**src/design/scg_defs.vh**
```
// scg_defs.vh: offsets, field positions, reset values and codes of the
// sleep-mode clock gating block.
// assumes: included by bare name from the register design file and the dv files; the gate cell does not include it.
`ifndef SCG_DEFS_VH
`define SCG_DEFS_VH

// ----------------------------------------------------------------------
// register byte offsets from the system control base
// ----------------------------------------------------------------------
`define SCG_OFF_RUN_GATE 12'h104
`define SCG_OFF_SLEEP_GATE 12'h114
`define SCG_OFF_DEEP_GATE 12'h124
`define SCG_OFF_RUN_CFG 12'h160
`define SCG_OFF_IRQ_STATUS 12'h170
`define SCG_OFF_IRQ_MASK 12'h174
`define SCG_OFF_EFF_GATE 12'h178

// ----------------------------------------------------------------------
// gating register layout
// ----------------------------------------------------------------------
`define SCG_GATE_RESET 32'h00000000
`define SCG_GATE_IMPL 32'h010f1037
`define SCG_BIT_COMPARATOR_ZERO_GATE 5'h18
`define SCG_BIT_GPT3 5'h13
`define SCG_BIT_GPT2 5'h12
`define SCG_BIT_GPT1 5'h11
`define SCG_BIT_GPT0 5'h10
`define SCG_BIT_I2C_PORT_ZERO_GATE 5'h0c
`define SCG_BIT_SYNC_SERIAL_ONE_GATE 5'h05
`define SCG_BIT_SYNC_SERIAL_ZERO_GATE 5'h04
`define SCG_BIT_UART_PORT_TWO_GATE 5'h02
`define SCG_BIT_UART_PORT_ONE_GATE 5'h01
`define SCG_BIT_UART_PORT_ZERO_GATE 5'h00
`define SCG_NUM_UNITS 11

// ----------------------------------------------------------------------
// configuration and interrupt fields
// ----------------------------------------------------------------------
`define SCG_CFG_AUTO_BIT 0
`define SCG_CFG_RESET 32'h00000000
`define SCG_IRQ_FAULT_BIT 0
`define SCG_IRQ_UNMAP_BIT 1
`define SCG_IRQ_IMPL 32'h00000003
`define SCG_IRQ_RESET 32'h00000000

// ----------------------------------------------------------------------
// avalon-mm response codes
// ----------------------------------------------------------------------
`define SCG_RESP_OKAY 2'h0
`define SCG_RESP_SLVERR 2'h2

`endif

```
**src/design/scg_gate_cell.v**
```verilog
// scg_gate_cell.v: one unit's effective clock enable, chosen by power
// state and held in a flop so the downstream clock gate sees clean levels.
// assumes: clk is the system clock that the gated unit's clock gate uses.
`timescale 1ns/1ps
`default_nettype none

module scg_gate_cell (
	// clock and reset
	input wire clk,
	input wire reset,
	input wire ce,
	// candidate enables
	input wire run_en,
	input wire sleep_en,
	input wire deep_en,
	// power state selection
	input wire use_sleep,
	input wire use_deep,
	// enable towards the clock gate
	output wire gate_en
);

	reg gate_en_r;
	reg gate_en_nxt;

	// ------------------------------------------------------------------
	// selection
	// ------------------------------------------------------------------
	always @* begin
		gate_en_nxt = run_en;
		if (use_deep) begin
			gate_en_nxt = deep_en;
		end else if (use_sleep) begin
			gate_en_nxt = sleep_en;
		end
	end

	// changes only at a clock edge: the latch in the gate never sees a
	// combinational glitch from the select mux
	always @(posedge clk) begin
		if (reset) begin
			gate_en_r <= 1'b0;
		end else if (ce) begin
			gate_en_r <= gate_en_nxt;
		end
	end

	assign gate_en = gate_en_r;

endmodule // scg_gate_cell

`default_nettype wire

```
**src/design/scg_sleep_gate.v**
```verilog
// scg_sleep_gate.v: sleep-mode clock gating register with its run and
// deep-sleep companions, power-state selection of each unit's clock
// enable, bus fault flagging for gated units, and an interrupt block.
// assumes: one system clock; registers reached over avalon-mm with
// byte addresses; the interconnect reports each peripheral access as a
// one-cycle strobe on unit_access.
//
// Chosen here: the Avalon-MM interface to the registers.
`timescale 1ns/1ps
`default_nettype none
`include "scg_defs.vh"

// How it works
// sleep gating register is 32 bits at 0x114, resets to zero.
// each implemented bit set means its unit is clocked, clear means off.
// any access to a unit whose clock is off ends in a bus fault.
// all gating bits are zero after reset, so every unit starts off.
// sleep register rules in sleep, run register running, deep in deep sleep.
// sleep values apply only while the automatic gating select is set.
// bit 24 enables analog comparator 0.
// bits 19 to 16 enable general timers 3, 2, 1 and 0.
// bit 12 enables i2c module 0.
// bit 5 enables serial module 1, bit 4 serial module 0.
// bits 2, 1 and 0 enable uart modules 2, 1 and 0.
// reserved bits are read-only and read zero; software preserves them.
// run gating register with the same layout sits at 0x104.
// effective enable follows power state and changes glitch-free.
module scg_sleep_gate (
	// clock and reset
	input wire clk,
	input wire reset,
	input wire ce,
	// avalon-mm slave
	input wire [11:0] avs_address,
	input wire avs_read,
	input wire avs_write,
	input wire [31:0] avs_writedata,
	input wire [3:0] avs_byteenable,
	output wire [31:0] avs_readdata,
	output wire [1:0] avs_response,
	output wire avs_waitrequest,
	// power state
	input wire sleep_active,
	input wire deep_sleep_active,
	// peripheral accesses and clock enables
	input wire [10:0] unit_access,
	output wire unit_fault,
	output wire [10:0] unit_clk_en,
	// interrupt
	output wire irq
);

	// ------------------------------------------------------------------
	// bus state machine
	// ------------------------------------------------------------------
	localparam [1:0] ST_IDLE = 2'b01;
	localparam [1:0] ST_ACK = 2'b10;

	reg [1:0] st_r;
	reg [1:0] st_nxt;

	// ------------------------------------------------------------------
	// registers
	// ------------------------------------------------------------------
	reg [31:0] run_gate_ctrl_r;
	reg [31:0] sleep_gate_ctrl_r;
	reg [31:0] deep_sleep_gate_ctrl_r;
	reg [31:0] run_clock_config_r;
	reg [31:0] irq_status_r;
	reg [31:0] irq_mask_r;
	reg [31:0] readdata_r;
	reg [31:0] readdata_nxt;
	reg [1:0] response_r;
	reg [1:0] response_nxt;
	reg waitrequest_r;
	reg unit_fault_r;
	reg irq_r;

	wire [10:0] eff_en;
	wire [31:0] eff_word;
	wire auto_gate_select;
	wire use_sleep;
	wire use_deep;
	wire req;
	wire accept;
	wire wr_accept;
	wire rd_accept;
	wire addr_mapped;
	wire fault_evt;
	wire unmap_evt;
	wire [31:0] irq_set;
	wire [31:0] irq_clr;

	// ------------------------------------------------------------------
	// helpers
	// ------------------------------------------------------------------
	// bit position of unit i within the gating layout
	function [4:0] unit_pos;
		input integer i;
		begin
			case (i)
				0: unit_pos = `SCG_BIT_UART_PORT_ZERO_GATE;
				1: unit_pos = `SCG_BIT_UART_PORT_ONE_GATE;
				2: unit_pos = `SCG_BIT_UART_PORT_TWO_GATE;
				3: unit_pos = `SCG_BIT_SYNC_SERIAL_ZERO_GATE;
				4: unit_pos = `SCG_BIT_SYNC_SERIAL_ONE_GATE;
				5: unit_pos = `SCG_BIT_I2C_PORT_ZERO_GATE;
				6: unit_pos = `SCG_BIT_GPT0;
				7: unit_pos = `SCG_BIT_GPT1;
				8: unit_pos = `SCG_BIT_GPT2;
				9: unit_pos = `SCG_BIT_GPT3;
				default: unit_pos = `SCG_BIT_COMPARATOR_ZERO_GATE;
			endcase
		end
	endfunction

	// word-aligned address match; low two address bits are ignored
	function addr_is;
		input [11:0] addr;
		input [11:0] off;
		begin
			addr_is = (addr[11:2] == off[11:2]);
		end
	endfunction

	// byte-lane write merge; bits outside impl keep reading zero
	function [31:0] lane_merge;
		input [31:0] old;
		input [31:0] wdata;
		input [3:0] be;
		input [31:0] impl;
		reg [31:0] lanes;
		begin
			lanes = {{8{be[3]}}, {8{be[2]}}, {8{be[1]}}, {8{be[0]}}};
			lane_merge = ((old & ~lanes) | (wdata & lanes)) & impl;
		end
	endfunction

	// ------------------------------------------------------------------
	// power state selection
	// ------------------------------------------------------------------
	assign auto_gate_select = run_clock_config_r[`SCG_CFG_AUTO_BIT];
	// without automatic gating the run register governs every state
	assign use_deep = auto_gate_select & deep_sleep_active;
	assign use_sleep = auto_gate_select & sleep_active;

	genvar g;
	generate
		for (g = 0; g < `SCG_NUM_UNITS; g = g + 1) begin : gen_unit
			localparam [4:0] POS = unit_pos(g);
			scg_gate_cell u_cell (
				.clk(clk),
				.reset(reset),
				.ce(ce),
				.run_en(run_gate_ctrl_r[POS]),
				.sleep_en(sleep_gate_ctrl_r[POS]),
				.deep_en(deep_sleep_gate_ctrl_r[POS]),
				.use_sleep(use_sleep),
				.use_deep(use_deep),
				.gate_en(eff_en[g])
			);
			assign eff_word[POS] = eff_en[g];
		end
	endgenerate

	// reserved positions of the effective-enable view read zero
	assign eff_word[31:25] = 7'h00;
	assign eff_word[23:20] = 4'h0;
	assign eff_word[15:13] = 3'h0;
	assign eff_word[11:6] = 6'h00;
	assign eff_word[3] = 1'b0;

	// ------------------------------------------------------------------
	// bus decode
	// ------------------------------------------------------------------
	assign req = avs_read | avs_write;
	// the request completes at the edge where waitrequest is seen low
	assign accept = req & (st_r == ST_ACK);
	assign wr_accept = accept & avs_write;
	assign rd_accept = accept & avs_read;

	assign addr_mapped = addr_is(avs_address, `SCG_OFF_RUN_GATE) |
		addr_is(avs_address, `SCG_OFF_SLEEP_GATE) |
		addr_is(avs_address, `SCG_OFF_DEEP_GATE) |
		addr_is(avs_address, `SCG_OFF_RUN_CFG) |
		addr_is(avs_address, `SCG_OFF_IRQ_STATUS) |
		addr_is(avs_address, `SCG_OFF_IRQ_MASK) |
		addr_is(avs_address, `SCG_OFF_EFF_GATE);

	always @* begin
		st_nxt = st_r;
		case (st_r)
			ST_IDLE: begin
				if (req) begin
					st_nxt = ST_ACK;
				end
			end
			ST_ACK: begin
				st_nxt = ST_IDLE;
			end
			default: begin
				st_nxt = ST_IDLE;
			end
		endcase
	end

	// read data and response are prepared one cycle ahead, so they stand
	// from the cycle waitrequest drops until the accepting edge
	always @* begin
		readdata_nxt = 32'h00000000;
		response_nxt = `SCG_RESP_OKAY;
		if (req && st_r == ST_IDLE) begin
			if (!addr_mapped) begin
				response_nxt = `SCG_RESP_SLVERR;
			end else if (avs_read) begin
				if (addr_is(avs_address, `SCG_OFF_RUN_GATE)) begin
					readdata_nxt = run_gate_ctrl_r;
				end
				if (addr_is(avs_address, `SCG_OFF_SLEEP_GATE)) begin
					readdata_nxt = sleep_gate_ctrl_r;
				end
				if (addr_is(avs_address, `SCG_OFF_DEEP_GATE)) begin
					readdata_nxt = deep_sleep_gate_ctrl_r;
				end
				if (addr_is(avs_address, `SCG_OFF_RUN_CFG)) begin
					readdata_nxt = run_clock_config_r;
				end
				if (addr_is(avs_address, `SCG_OFF_IRQ_STATUS)) begin
					readdata_nxt = irq_status_r;
				end
				if (addr_is(avs_address, `SCG_OFF_IRQ_MASK)) begin
					readdata_nxt = irq_mask_r;
				end
				if (addr_is(avs_address, `SCG_OFF_EFF_GATE)) begin
					readdata_nxt = eff_word;
				end
			end
		end
	end

	always @(posedge clk) begin
		if (reset) begin
			st_r <= ST_IDLE;
			waitrequest_r <= 1'b1;
			readdata_r <= 32'h00000000;
			response_r <= `SCG_RESP_OKAY;
		end else if (ce) begin
			st_r <= st_nxt;
			waitrequest_r <= (st_nxt != ST_ACK);
			if (st_r == ST_IDLE) begin
				readdata_r <= readdata_nxt;
				response_r <= response_nxt;
			end
		end
	end

	// ------------------------------------------------------------------
	// gating and configuration registers
	// ------------------------------------------------------------------
	always @(posedge clk) begin
		if (reset) begin
			run_gate_ctrl_r <= `SCG_GATE_RESET;
			sleep_gate_ctrl_r <= `SCG_GATE_RESET;
			deep_sleep_gate_ctrl_r <= `SCG_GATE_RESET;
			run_clock_config_r <= `SCG_CFG_RESET;
			irq_mask_r <= `SCG_IRQ_RESET;
		end else if (ce && wr_accept) begin
			if (addr_is(avs_address, `SCG_OFF_RUN_GATE)) begin
				run_gate_ctrl_r <= lane_merge(run_gate_ctrl_r,
					avs_writedata, avs_byteenable,
					`SCG_GATE_IMPL);
			end
			if (addr_is(avs_address, `SCG_OFF_SLEEP_GATE)) begin
				sleep_gate_ctrl_r <= lane_merge(sleep_gate_ctrl_r,
					avs_writedata, avs_byteenable,
					`SCG_GATE_IMPL);
			end
			if (addr_is(avs_address, `SCG_OFF_DEEP_GATE)) begin
				deep_sleep_gate_ctrl_r <= lane_merge(
					deep_sleep_gate_ctrl_r, avs_writedata,
					avs_byteenable, `SCG_GATE_IMPL);
			end
			if (addr_is(avs_address, `SCG_OFF_RUN_CFG)) begin
				run_clock_config_r <= lane_merge(run_clock_config_r,
					avs_writedata, avs_byteenable,
					32'h00000001 << `SCG_CFG_AUTO_BIT);
			end
			if (addr_is(avs_address, `SCG_OFF_IRQ_MASK)) begin
				irq_mask_r <= lane_merge(irq_mask_r, avs_writedata,
					avs_byteenable, `SCG_IRQ_IMPL);
			end
		end
	end

	// ------------------------------------------------------------------
	// bus fault on gated units
	// ------------------------------------------------------------------
	// judged against the enable the unit actually sees this cycle
	assign fault_evt = |(unit_access & ~eff_en);
	assign unmap_evt = accept & ~addr_mapped;

	always @(posedge clk) begin
		if (reset) begin
			unit_fault_r <= 1'b0;
		end else if (ce) begin
			unit_fault_r <= fault_evt;
		end
	end

	// ------------------------------------------------------------------
	// interrupt status and mask
	// ------------------------------------------------------------------
	assign irq_set = ({31'h00000000, fault_evt} << `SCG_IRQ_FAULT_BIT) |
		({31'h00000000, unmap_evt} << `SCG_IRQ_UNMAP_BIT);
	// a read clears only the bits it returned, so an event that lands
	// while the read waits for its accepting edge stays pending
	assign irq_clr = (rd_accept &&
		addr_is(avs_address, `SCG_OFF_IRQ_STATUS)) ?
		(readdata_r & `SCG_IRQ_IMPL) : 32'h00000000;

	// an event in the clearing cycle survives: set beats clear
	always @(posedge clk) begin
		if (reset) begin
			irq_status_r <= `SCG_IRQ_RESET;
			irq_r <= 1'b0;
		end else if (ce) begin
			irq_status_r <= ((irq_status_r & ~irq_clr) | irq_set) &
				`SCG_IRQ_IMPL;
			irq_r <= |(((irq_status_r & ~irq_clr) | irq_set) &
				irq_mask_r);
		end
	end

	// ------------------------------------------------------------------
	// outputs
	// ------------------------------------------------------------------
	assign avs_readdata = readdata_r;
	assign avs_response = response_r;
	assign avs_waitrequest = waitrequest_r;
	assign unit_fault = unit_fault_r;
	assign unit_clk_en = eff_en;
	assign irq = irq_r;

endmodule // scg_sleep_gate

`default_nettype wire

```
**config.mk**
```make
export PLATFORM = sky130hd
export DESIGN_NAME = scg_sleep_gate
export DESIGN_NICKNAME = d
export VERILOG_FILES = /design/src/design/scg_gate_cell.v /design/src/design/scg_sleep_gate.v
export VERILOG_INCLUDE_DIRS = /design/src /design/src/design
export SDC_FILE = /design/constraint.sdc
export NUM_CORES = 1
export LEC_CHECK = 0
export BUFFER_PORTS_ARGS = -buffer_cell sky130_fd_sc_hd__buf_2
export CAP_MARGIN = 15
export CORE_MARGIN = 1.5
export CORE_UTILIZATION = 55
export DETAILED_ROUTE_END_ITERATION = 7
export PLACE_DENSITY = 0.85
export SYNTH_ARGS = -nofsm -noshare
export SYNTH_HDL_FRONTEND = slang
export SYNTH_SLANG_ARGS = --single-unit
```
**constraint.sdc**
```tcl
create_clock -name clk -period 3.33 [get_ports clk]
set_clock_uncertainty 0.1 [all_clocks]
set_input_delay 0 -clock clk [delete_from_list [all_inputs] [get_ports clk]]
set_output_delay 0 -clock clk [all_outputs]
set_load 0.1 [all_outputs]
```
==> metrics.md, run 1 <==
| Metric | Value |
|---|---|
| Overflow after GRT | 0 |
| Max-Cap Viols | 0 |
| Register share of total power | 44.2% |
| Netlist cell types | 50 |
| Max_slew headroom | 39.40% |
| Max frequency | 380.4 MHz |
| Vias | 3322 |
| Slowest cell on crit path | dlygate4sd3_1 |
| Clk buf depth | 2 |
| Pre-CTS WS | 988.4 ps |
| RSZ-0062 raised after global routing | false |
| Antenna cells | 0 |
| Worst-Skew Late Latency | 350 ps |
| Syn_area_per_cell | 8.740 µm² |
| Sw frac | 28.63% |
| Yosys top cell area share | 36.25% |
| Sequential-to-total area share from yosys stat | 36.25% |
| GRT Overall Usage | 26.70% |
| Clk pin slew, worst setup/hold paths | 70 ps |
| CP Data Arrival Time | 2830 ps |
| CP delay by family, top | buffers and inverters |
| Actual slew at the worst max-slew pin | 907.2 ps |
| Fin worst setup slack | 701.3 ps |
| Clock share of power | 41.2% |
| Area Overhead vs Synth | 15.89% |
| Routed wirelength normalized by instance count | 16.48 µm |
| Worst setup EP type | register |
| Number of H-tree levels | 3 |
| Largest net degree at the start of global routing | 69 |
| Synth area leader | dfxtp_1 |
| Worst VDD drop | 456.6 µV |
| Cell Pwr Density | 427.9 nW/µm² |
| Static Leak | 1.684 nW |
| CP peak stage delay | 560 ps |
| Root Buffer | clkbuf_8 |
| Die width | 84.41 µm |
| Initial Util | 57.07% |
| Setup_tns | 0 ps |
| Most Frequent Cell on Critical Path | dlygate4sd3_1 |
| Combinational share of power | 14.6% |
| Setup violators final | 0 |
| Vias per cell | 5.932 |
| Core footprint | 6386 µm² |
| Antenna-violating nets left | 0 |
| Post-synth EDFFs | 0 |
| Ranking of synthesized cells by area | dfxtp_1 (36%), mux2i_1 (12%), a22o_1 (7.2%) |
| Status | completed |
| Worst Hold Class | input pin to register |
| # rows | 29 |
| CTS tree | yes |
| Total CTS buffers | 9 |
| Initial antenna violation count | 0 |
| Global-route wire length before repair | 15120 µm |
| Critical path buffers and inverters | 3 |
| Critical path cell sequence | buf_2, nor4b_1, nand3_1, nor2_1, nand2_1, dlygate4sd3_1, a21oi_1, dlygate4sd3_1 |
| Pint | 1.290 mW |
| Psw | 517.5 µW |
| Fin. max-slew vios | 0 |
| Nets | 544 |
| WP data required | 3530 ps |
| Io pins | 114 |
| Setup CP Type | input pin to register |
| Share of cells above drive strength 1 | 20.29% |
| Post-Layout Cell Count | 560 |
| Die area | 7124 µm² |
| Ys async rst share | 0% |
| Chip height | 84.41 µm |
| Iter 0 DRT Violations | 287 |
| DRC Markers | 0 |
| Number of setup buffers added after CTS | 0 |
| Flops & latches, synth | 66 |
| Tcrit/Tclk final | 78.94% |
| Vias in the first global route | 3088 |
| Gpl congestion | 0.8348 |
| Fillers | 504 |
| Crit path max fanout | 21 |
| Yosys warns | 0 |
| Clock sink count | 66 |
| Overall power after layout | 1.808 mW |
| Drt pass-1 iters | 5 |
| Final-report hold violation count | 0 |
| Multi-input logic area | 2008 µm² |
| I/O Buffers | 68 |
| DRT Wirelength | 9230 µm |
| Ys flop type | dfxtp_1 |
| Storage cell area | 1321 µm² |
| Post-Syn Instances | 417 |
| CP Launch Type | input pin |
| Period minus WS final | 2629 ps |
| Placed Cells | 526 |
| DP Wirelength | 6405 µm |
| Combined area of all synthesized cells | 3645 µm² |
[worst reg2reg max path, stage by stage (launching register included)]
cell,delay (ps)
dfxtp_1,400
and4b_1,380
nand2_1,160
nor2_1,110
nand2_1,70
dlygate4sd3_1,560
a21oi_1,130
dlygate4sd3_1,560
[synth_stat cells (2+ instances only)]
master and count:
nand3b_1 4, a2111oi_0 2, nand3_1 4, nand2_1 26, nor3_1 4, inv_1 9, a21boi_0 3, o21ai_0 14
buf_4 33, and3_1 2, nor4_1 5, a32oi_1 8, a21oi_1 17, clkbuf_1 17, or3_1 2, dfxtp_1 66
nor2_1 60, or2_2 2, a22o_1 30, nor3b_2 2, buf_1 2, nand4bb_1 2, o21bai_1 3, nor2b_1 10
o31ai_1 5, mux2i_1 45, buf_2 6, o2bb2ai_1 9, a22oi_1 3, nor4_4 2
[worst paths after layout]
path,from,slack (ps),depth (start not counted),end
worst min register to register,avs_response[1],360,2,avs_response[1]
worst max-delay path,avs_address[5],700,8,register
worst max register to register,st_r[1],800,7,register
worst min-delay path,avs_write,40,4,st_r[0]
[cells in the final DEF, fill, tap and decap left out, drive strengths merged, types with 2 or more instances in the layout]
cell / instances
a2111oi: 2
a21boi: 3
a21oi: 17
a22o: 30
a22oi: 3
a32oi: 8
and3: 2
buf: 71
bufinv: 2
clkbuf: 11
clkinv: 2
conb: 22
dfxtp: 66
dlygate4sd3: 17
inv: 9
mux2i: 45
nand2: 26
nand3: 5
nand3b: 4
nand4bb: 2
nor2: 60
nor2b: 10
nor3: 6
nor3b: 2
nor4: 7
o21ai: 14
o21bai: 3
o2bb2ai: 9
o31ai: 5
or2: 2
or3: 2
[final cells by class]
class | instances | share of cell area, %
clock buffers | 11 | 3.347
inverters | 9 | 0.7998
flip-flops and latches | 66 | 31.28
multi-input cells | 304 | 47.54
repair buffers | 88 | 12.91
clock inverters | 5 | 1.836
well taps | 77 | 2.281
[stage by stage]
stage / area [µm²] / utilization (%) / hold WS [ps]
floorplan: 3724 / - / 36.05
finish: 4224 / 66.14 / 41.74
CTS: 4194 / 65.67 / 23.69
detailed placement: 3815 / 59.74 / 171.8
global route: 4224 / 66.14 / 86.53
global placement: 3815 / 59.74 / 166.6
[power by group through the flow]
stage	registers (mW)	clock network, mW	logic (mW)
2_1_floorplan	0.836	0	0.197
3_3_place_gp	0.816	0	0.243
3_5_place_dp	0.817	0	0.246
4_1_cts	0.799	0.752	0.258
5_1_grt	0.799	0.786	0.277
6_report	0.799	0.745	0.264
[what timing repair did]
item	in CTS	in global routing
endpoints found under the hold margin	36	10
hold buffers	16	1
resized for setup	0	0
[kinds of logic after synthesis]
family                   count (synthesis)  share of synthesized area, %
adder cells (fa/ha/maj)                  1                        0.2746
flip-flops                              66                         36.25
buffers and inverters                   68                         10.81
AND/OR/NAND/NOR                        135                         19.40
multiplexers                            46                         12.67
AO/OA/AOI/OAI                          100                         20.49
other                                    1                        0.1029
[routing by layer]
| metal | vias up | share of wire [%] | wire length, µm | track usage, % |
|---|---|---|---|---|
| met5 | - | 0 | 0 | 0 |
| met4 | 0 | 2.0 | 185 | 11.73 |
| met3 | 17 | 7.6 | 698 | 4.326 |
| met2 | 174 | 47 | 4380 | 42.76 |
| met1 | 1563 | 43 | 3966 | 35.76 |
| li1 | 1568 | - | - | - |
(Power assumes the default switching activity.)
==> run 2: changes to the inputs <==
--- a/config.mk
+++ b/config.mk
@@ -9,9 +9,9 @@
 export BUFFER_PORTS_ARGS = -buffer_cell sky130_fd_sc_hd__buf_2
 export CAP_MARGIN = 15
 export CORE_MARGIN = 1.5
-export CORE_UTILIZATION = 55
+export CORE_UTILIZATION = 51
 export DETAILED_ROUTE_END_ITERATION = 7
-export PLACE_DENSITY = 0.85
+export PLACE_DENSITY = 0.8
 export SYNTH_ARGS = -nofsm -noshare
 export SYNTH_HDL_FRONTEND = slang
 export SYNTH_SLANG_ARGS = --single-unit
==> constraint.sdc (replaced) <==
create_clock -name clk -period 2.7 [get_ports clk]
set_clock_uncertainty 0.1 [all_clocks]
set_input_delay 0 -clock clk [delete_from_list [all_inputs] [get_ports clk]]
set_output_delay 0 -clock clk [all_outputs]
set_load 0.1 [all_outputs]
==> run 2 against run 1 <==
  * Critical path depth down 1
  * Total power is 16% higher
  * Die area rose by 7.6%
  * Core utilization fell by 4.6 points
  * Critical path type is now register to register
  * Clock-buffer cell count increased by 1
  * Sequential cell count unchanged
  * Non-clock buffer count rose by 3
  * Sequential share of layout area about the same
  * Largest power group unchanged
  * Cell area is 0.15% higher
  * Final cell count is 3.8% higher
  * Global-route usage is 2.8 points lower
  * First-iteration DRC count is 23% lower
==> metrics.md, run 2 (synthesis results as in run 1) <==
| Metric | Value |
|---|---|
| Status | completed |
| Max frequency | 395.9 MHz |
| # rows | 30 (+3.4%) |
| Cell Pwr Density | 497.2 nW/µm² (+16%) |
| Cell Area, Placed | 3869 µm² (+1.4%) |
| DP Wirelength | 6327 µm (-1.2%) |
| Period minus WS final | 2526 ps |
| Fin worst setup slack | 174.0 ps (-527.3 ps) |
| Global-route wire length before repair | 14110 µm (-6.7%) |
| Setup CP Type | register to register |
| Core footprint | 6869 µm² (+7.6%) |
| CP Data Arrival Time | 2710 ps (-120 ps) |
| WHS | 30.95 ps (-10.78 ps) |
| Most common cell after layout, fill and taps aside | buf_2 |
| Routed wirelength normalized by instance count | 15.12 µm (-8.3%) |
| Fin area | 4230 µm² (+0.15%) |
| Worst setup EP type | register |
| Number of H-tree levels | 3 (unchanged) |
| Number of setup buffers added after CTS | 0 (unchanged) |
| Clk pin slew, worst setup/hold paths | 70 ps (about the same) |
| Gpl congestion | 0.8637 (+3.5%) |
| Worst-Skew Late Latency | 340 ps (about the same) |
| Setup_tns | 0 ps (unchanged) |
| I/O Buffers | 68 (unchanged) |
| CTS tree | yes |
| CP peak stage delay | 570 ps (about the same) |
| DRT Wirelength | 8783 µm (-4.8%) |
| Worst r2r path cells | 7 (unchanged) |
| Placed Cells | 549 (+4.4%) |
| Antenna-violating nets left | 0 (unchanged) |
| RSZ-0062 raised after global routing | false |
| CP Launch Type | register |
| Share of cells above drive strength 1 | 21.03% (+0.74 points) |
| Static Leak | 1.684 nW (about the same) |
| Die width | 87.54 µm (+3.7%) |
| Clk buf depth | 2 (unchanged) |
| Critical path cell sequence | and4b_1, nand2_1, nor2_1, nand2_1, dlygate4sd3_1, a21oi_1, dlygate4sd3_1 |
| Area Overhead vs Synth | 16.07% |
| Fin. max-slew vios | 0 (unchanged) |
| Clock sink count | 66 (unchanged) |
| Hold path cells | 4 (unchanged) |
| Initial antenna violation count | 0 (unchanged) |
| Setup violators final | 0 (unchanged) |
| Chip height | 87.54 µm (+3.7%) |
| Most frequent cells in the layout | buf_2 (68), dfxtp_1 (66), nor2_1 (60) |
| Nets | 547 (+0.55%) |
| Iter 0 DRT Violations | 222 (-23%) |
| Max_slew headroom | 42.83% (+3.4 points) |
| Tcrit/Tclk final | 93.56% |
| Vias | 3171 (-4.5%) |
| Overall power after layout | 2.103 mW (+16%) |
| Final-report hold violation count | 0 (unchanged) |
| Max-Cap Viols | 0 (unchanged) |
| Die area | 7662 µm² (+7.6%) |
| Worst Hold Class | input pin to register |
| Largest net degree at the start of global routing | 43 (-38%) |
| Total CTS buffers | 9 (unchanged) |
| Root Buffer | clkbuf_8 |
| Slowest cell on crit path | dlygate4sd3_1 |
| Overflow after GRT | 0 (unchanged) |
| Worst VDD drop | 262.1 µV (-43%) |
| Post-Layout Cell Count | 581 (+3.8%) |
| Vias per cell | 5.458 (-8.0%) |
| Io pins | 114 (unchanged) |
| GRT Overall Usage | 23.89% (-2.8 points) |
| DRC Markers | 0 (unchanged) |
| Vias in the first global route | 2877 (-6.8%) |
| Pre-CTS WS | 603.7 ps (-384.7 ps) |
| Drt pass-1 iters | 5 (unchanged) |
| Initial Util | 53.06% (-4.0 points) |
| Finished Core Util | 61.58% (-4.6 points) |
| WP data required | 2880 ps (-650 ps) |
| Actual slew at the worst max-slew pin | 855.8 ps (-51.38 ps) |
| Antenna cells | 0 (unchanged) |
| Crit path max fanout | 5 (-76%) |
## run 2: changes by cell type in the layout (fill, tap and decap cells not counted), sizes merged
cell,before,now
buf,71,74
clkbuf,11,13
bufinv,2,1
dlygate4sd3,17,16
clkinvlp,1,0
## run 2: critical path: cells and delay by family (launching register included)
family / cells / cell delay (ps)
AOI/OAI and AO/OA: 1 / 130
DFF: 1 / 390
buffers and inverters: 2 / 1120
and+or+nand+nor: 4 / 720
## run 2: power by group
part / switching, mW / total, mW / internal [mW] / leakage, nW
registers: 0.00493 / 0.985 / 0.980 / 0.533
clock network: 0.350 / 0.795 / 0.444 / 0.0962
logic: 0.254 / 0.323 / 0.0691 / 1.05
## run 2: layout make-up
type / instances / area [µm²]
sequential: 66 / 1321
inverter: 9 / 33.78
clock buffer: 12 / 145.1
timing repair buffer: 91 / 550.5
fill: 598 / 2639
tap: 96 / 120.1
multi-input combinational: 304 / 2019
clock inverter: 3 / 40.04
## run 2: worst paths after layout
kind / startpoint / slack [ps] / endpoint
max reg2reg: st_r[1] / 170 / register
max: st_r[1] / 170 / register
min reg2reg: avs_response[1] / 350 / avs_response[1]
min: avs_write / 30 / avs_waitrequest
## run 2: timing repair
item                                   CTS  global route
hold buffers                            16             0
resized for setup                        0             2
setup endpoints to repair                0             2
endpoints found under the hold margin   36             0
## run 2: layer usage
layer	up-vias	part of all wire, %	wire [µm]	GRT usage (%)
li1	1583	-	-	-
met1	1457	47	4112	33.00
met2	111	45	3956	36.01
met3	20	5.5	485	3.959
met4	0	2.6	228	12.27
met5	-	0	0	0
==> run 3: changes to the inputs <==
--- a/config.mk
+++ b/config.mk
@@ -11,7 +11,8 @@
 export CORE_MARGIN = 1.5
 export CORE_UTILIZATION = 51
 export DETAILED_ROUTE_END_ITERATION = 7
-export PLACE_DENSITY = 0.8
+export MAX_ROUTING_LAYER = met4
+export PLACE_DENSITY_LB_ADDON = 0.25
 export SYNTH_ARGS = -nofsm -noshare
 export SYNTH_HDL_FRONTEND = slang
 export SYNTH_SLANG_ARGS = --single-unit
==> run 3 against run 2 <==
  * Global-route usage rose by 0.82 points
  * Total power rose by 4.5%
  * Cell area rose by 0.65%
  * Combinational power barely moved
  * Worst hold slack improved by 37 ps
  * Clock-buffer cell count rose by 3
  * Routed wire length rose by 1.2%
  * Core utilization rose by 0.40 points
  * Critical path type unchanged
  * Largest cell class unchanged
  * Highest routed layer unchanged
==> metrics.md, run 3 (synthesis results as in run 1) <==
| Metric | Value |
|---|---|
| Number of setup buffers added after CTS | 0 (unchanged) |
| Final-report hold violation count | 0 (unchanged) |
| Root Buffer | clkbuf_8 |
| # rows | 30 (unchanged) |
| Vias per cell | 5.522 (+1.2%) |
| Routed wirelength normalized by instance count | 15.27 µm (+1.0%) |
| Setup CP Type | register to register |
| GRT Overall Usage | 24.71% (+0.82 points) |
| HP Start | avs_byteenable[1] |
| Actual slew at the worst max-slew pin | 855.3 ps (-0.5064 ps) |
| Clock sink count | 66 (unchanged) |
| Vias | 3214 (+1.4%) |
| Most frequent cells in the layout | buf_2 (67), dfxtp_1 (66), nor2_1 (60) |
| Antenna-violating nets left | 0 (unchanged) |
| Chip height | 87.54 µm (unchanged) |
| Worst VDD drop | 308.8 µV (+18%) |
| Area Overhead vs Synth | 16.82% |
| Worst R2R Setup Slack | 200 ps (+30 ps) |
| CTS tree | yes |
| Antenna cells | 0 (unchanged) |
| Largest net degree at the start of global routing | 47 (+9.3%) |
| Drt pass-1 iters | 7 (+2) |
| Core footprint | 6869 µm² (unchanged) |
| Overflow after GRT | 0 (unchanged) |
| Die area | 7662 µm² (unchanged) |
| Worst-Skew Late Latency | 330 ps (about the same) |
| Number of H-tree levels | 3 (unchanged) |
| Nets | 547 (unchanged) |
| DRC Markers | 0 (unchanged) |
| Most common cell after layout, fill and taps aside | buf_2 |
| I/O Buffers | 68 (unchanged) |
| Initial antenna violation count | 0 (unchanged) |
| CP peak stage delay | 560 ps (about the same) |
| Clk buf depth | 2 (unchanged) |
| WP data required | 2870 ps (about the same) |
| RSZ-0062 raised after global routing | false |
| Total CTS buffers | 9 (unchanged) |
| Iter 0 DRT Violations | 269 (+21%) |
| Static Leak | 1.698 nW (+0.87%) |
| Global-route wire length before repair | 14190 µm (+0.59%) |
| Initial Util | 53.06% (unchanged) |
| Setup violators final | 0 (unchanged) |
| CP Launch Type | register |
| Critical path cell sequence | and4b_1, nand2_1, nor2_1, nand2_1, dlygate4sd3_1, a21oi_1, dlygate4sd3_1 |
| Hold path cells | 5 (+1) |
| Fin. max-slew vios | 0 (unchanged) |
| Slowest cell on crit path | dlygate4sd3_1 |
| Worst Hold Class | input pin to register |
| Tcrit/Tclk final | 92.48% (-1.1 points) |
| Multi-input logic area | 2013 µm² (-0.31%) |
| Die width | 87.54 µm (unchanged) |
| Gpl congestion | 0.8862 (+2.6%) |
| Max_slew headroom | 42.86% (about the same) |
| Share of cells above drive strength 1 | 21.19% (+0.16 points) |
| Storage cell area | 1321 µm² (unchanged) |
| Fillers | 614 (+2.7%) |
| Max frequency | 400.5 MHz (+1.2%) |
| DRT Wirelength | 8890 µm (+1.2%) |
| Setup_tns | 0 ps (unchanged) |
| Io pins | 114 (unchanged) |
| Cell Pwr Density | 516.3 nW/µm² (+3.8%) |
| Status | completed |
| Vias in the first global route | 2793 (-2.9%) |
| Worst setup EP type | register |
| WHS | 67.75 ps (+36.80 ps) |
| Clk pin slew, worst setup/hold paths | 70 ps (about the same) |
| DP Wirelength | 6380 µm (+0.83%) |
| Max-Cap Viols | 0 (unchanged) |
| Crit path max fanout | 5 (unchanged) |
| Reg2reg start | st_r[0] |
| Worst r2r path cells | 7 (unchanged) |
| CP Data Arrival Time | 2670 ps (-40 ps) |
| Period minus WS final | 2497 ps (-29.12 ps) |
-- run 3: metrics by stage --
step / instances / utilization (%) / total power, mW / setup WS [ps] / instance area (µm²)
after floorplan: 438 / - / 1.275 / 949.8 / 3724
after global placement: 551 / 56.54 / 1.314 / 630.8 / 3884
after detailed placement: 551 / 56.54 / 1.316 / 574.1 / 3884
after CTS: 582 / 61.88 / 2.207 / 104.5 / 4250
after global routing: 582 / 61.99 / 2.282 / 45.92 / 4258
final: 582 / 61.99 / 2.198 / 203.1 / 4258
-- run 3: worst max path at each step --
stage	depth (start not counted)	end	slack [ps]	from
after floorplan	6	register	950	st_r[0]
after global placement	5	register	630	st_r[0]
after detailed placement	6	register	570	avs_address[5]
after CTS	8	register	100	avs_address[5]
after global routing	7	register	50	st_r[1]
final	7	register	200	st_r[0]
-- run 3: power breakdown --
| group | switching, mW | internal [mW] | leakage (nW) |
|---|---|---|---|
| sequential | 0.00469 | 0.980 | 0.533 |
| clock | 0.358 | 0.529 | 0.110 |
| combinational | 0.255 | 0.0713 | 1.06 |
-- run 3: metal layers --
layer  share of wire, %  global-route usage, %  vias up
met2                 46                  35.94      116
li1                   -                      -     1580
met3                5.6                  3.864       14
met1                 47                  34.94     1504
met4                1.5                  8.081        0
met5                  0                      -        -
-- run 3: timing repair --
action | CTS | global route
gates resized for setup | 0 | 2
hold endpoints to repair | 36 | 0
hold buffers | 15 | 0
endpoints found under the setup margin | 0 | 1
-- run 3: cell type report --
class / instances / area share [%]
Tap cell: 96 / 2.821
Multi-Input combinational cell: 304 / 47.28
Inverter: 9 / 0.7934
Clock buffer: 15 / 4.378
Sequential cell: 66 / 31.03
Timing Repair Buffer: 91 / 12.99
Clock inverter: 1 / 0.7053
-- run 3: critical path, delay by kind of cell, from the launching register on --
kind / cells / cell delay, ps
compound gates: 1 / 110
buf+inv: 2 / 1110
simple gates: 4 / 780
flops: 1 / 340
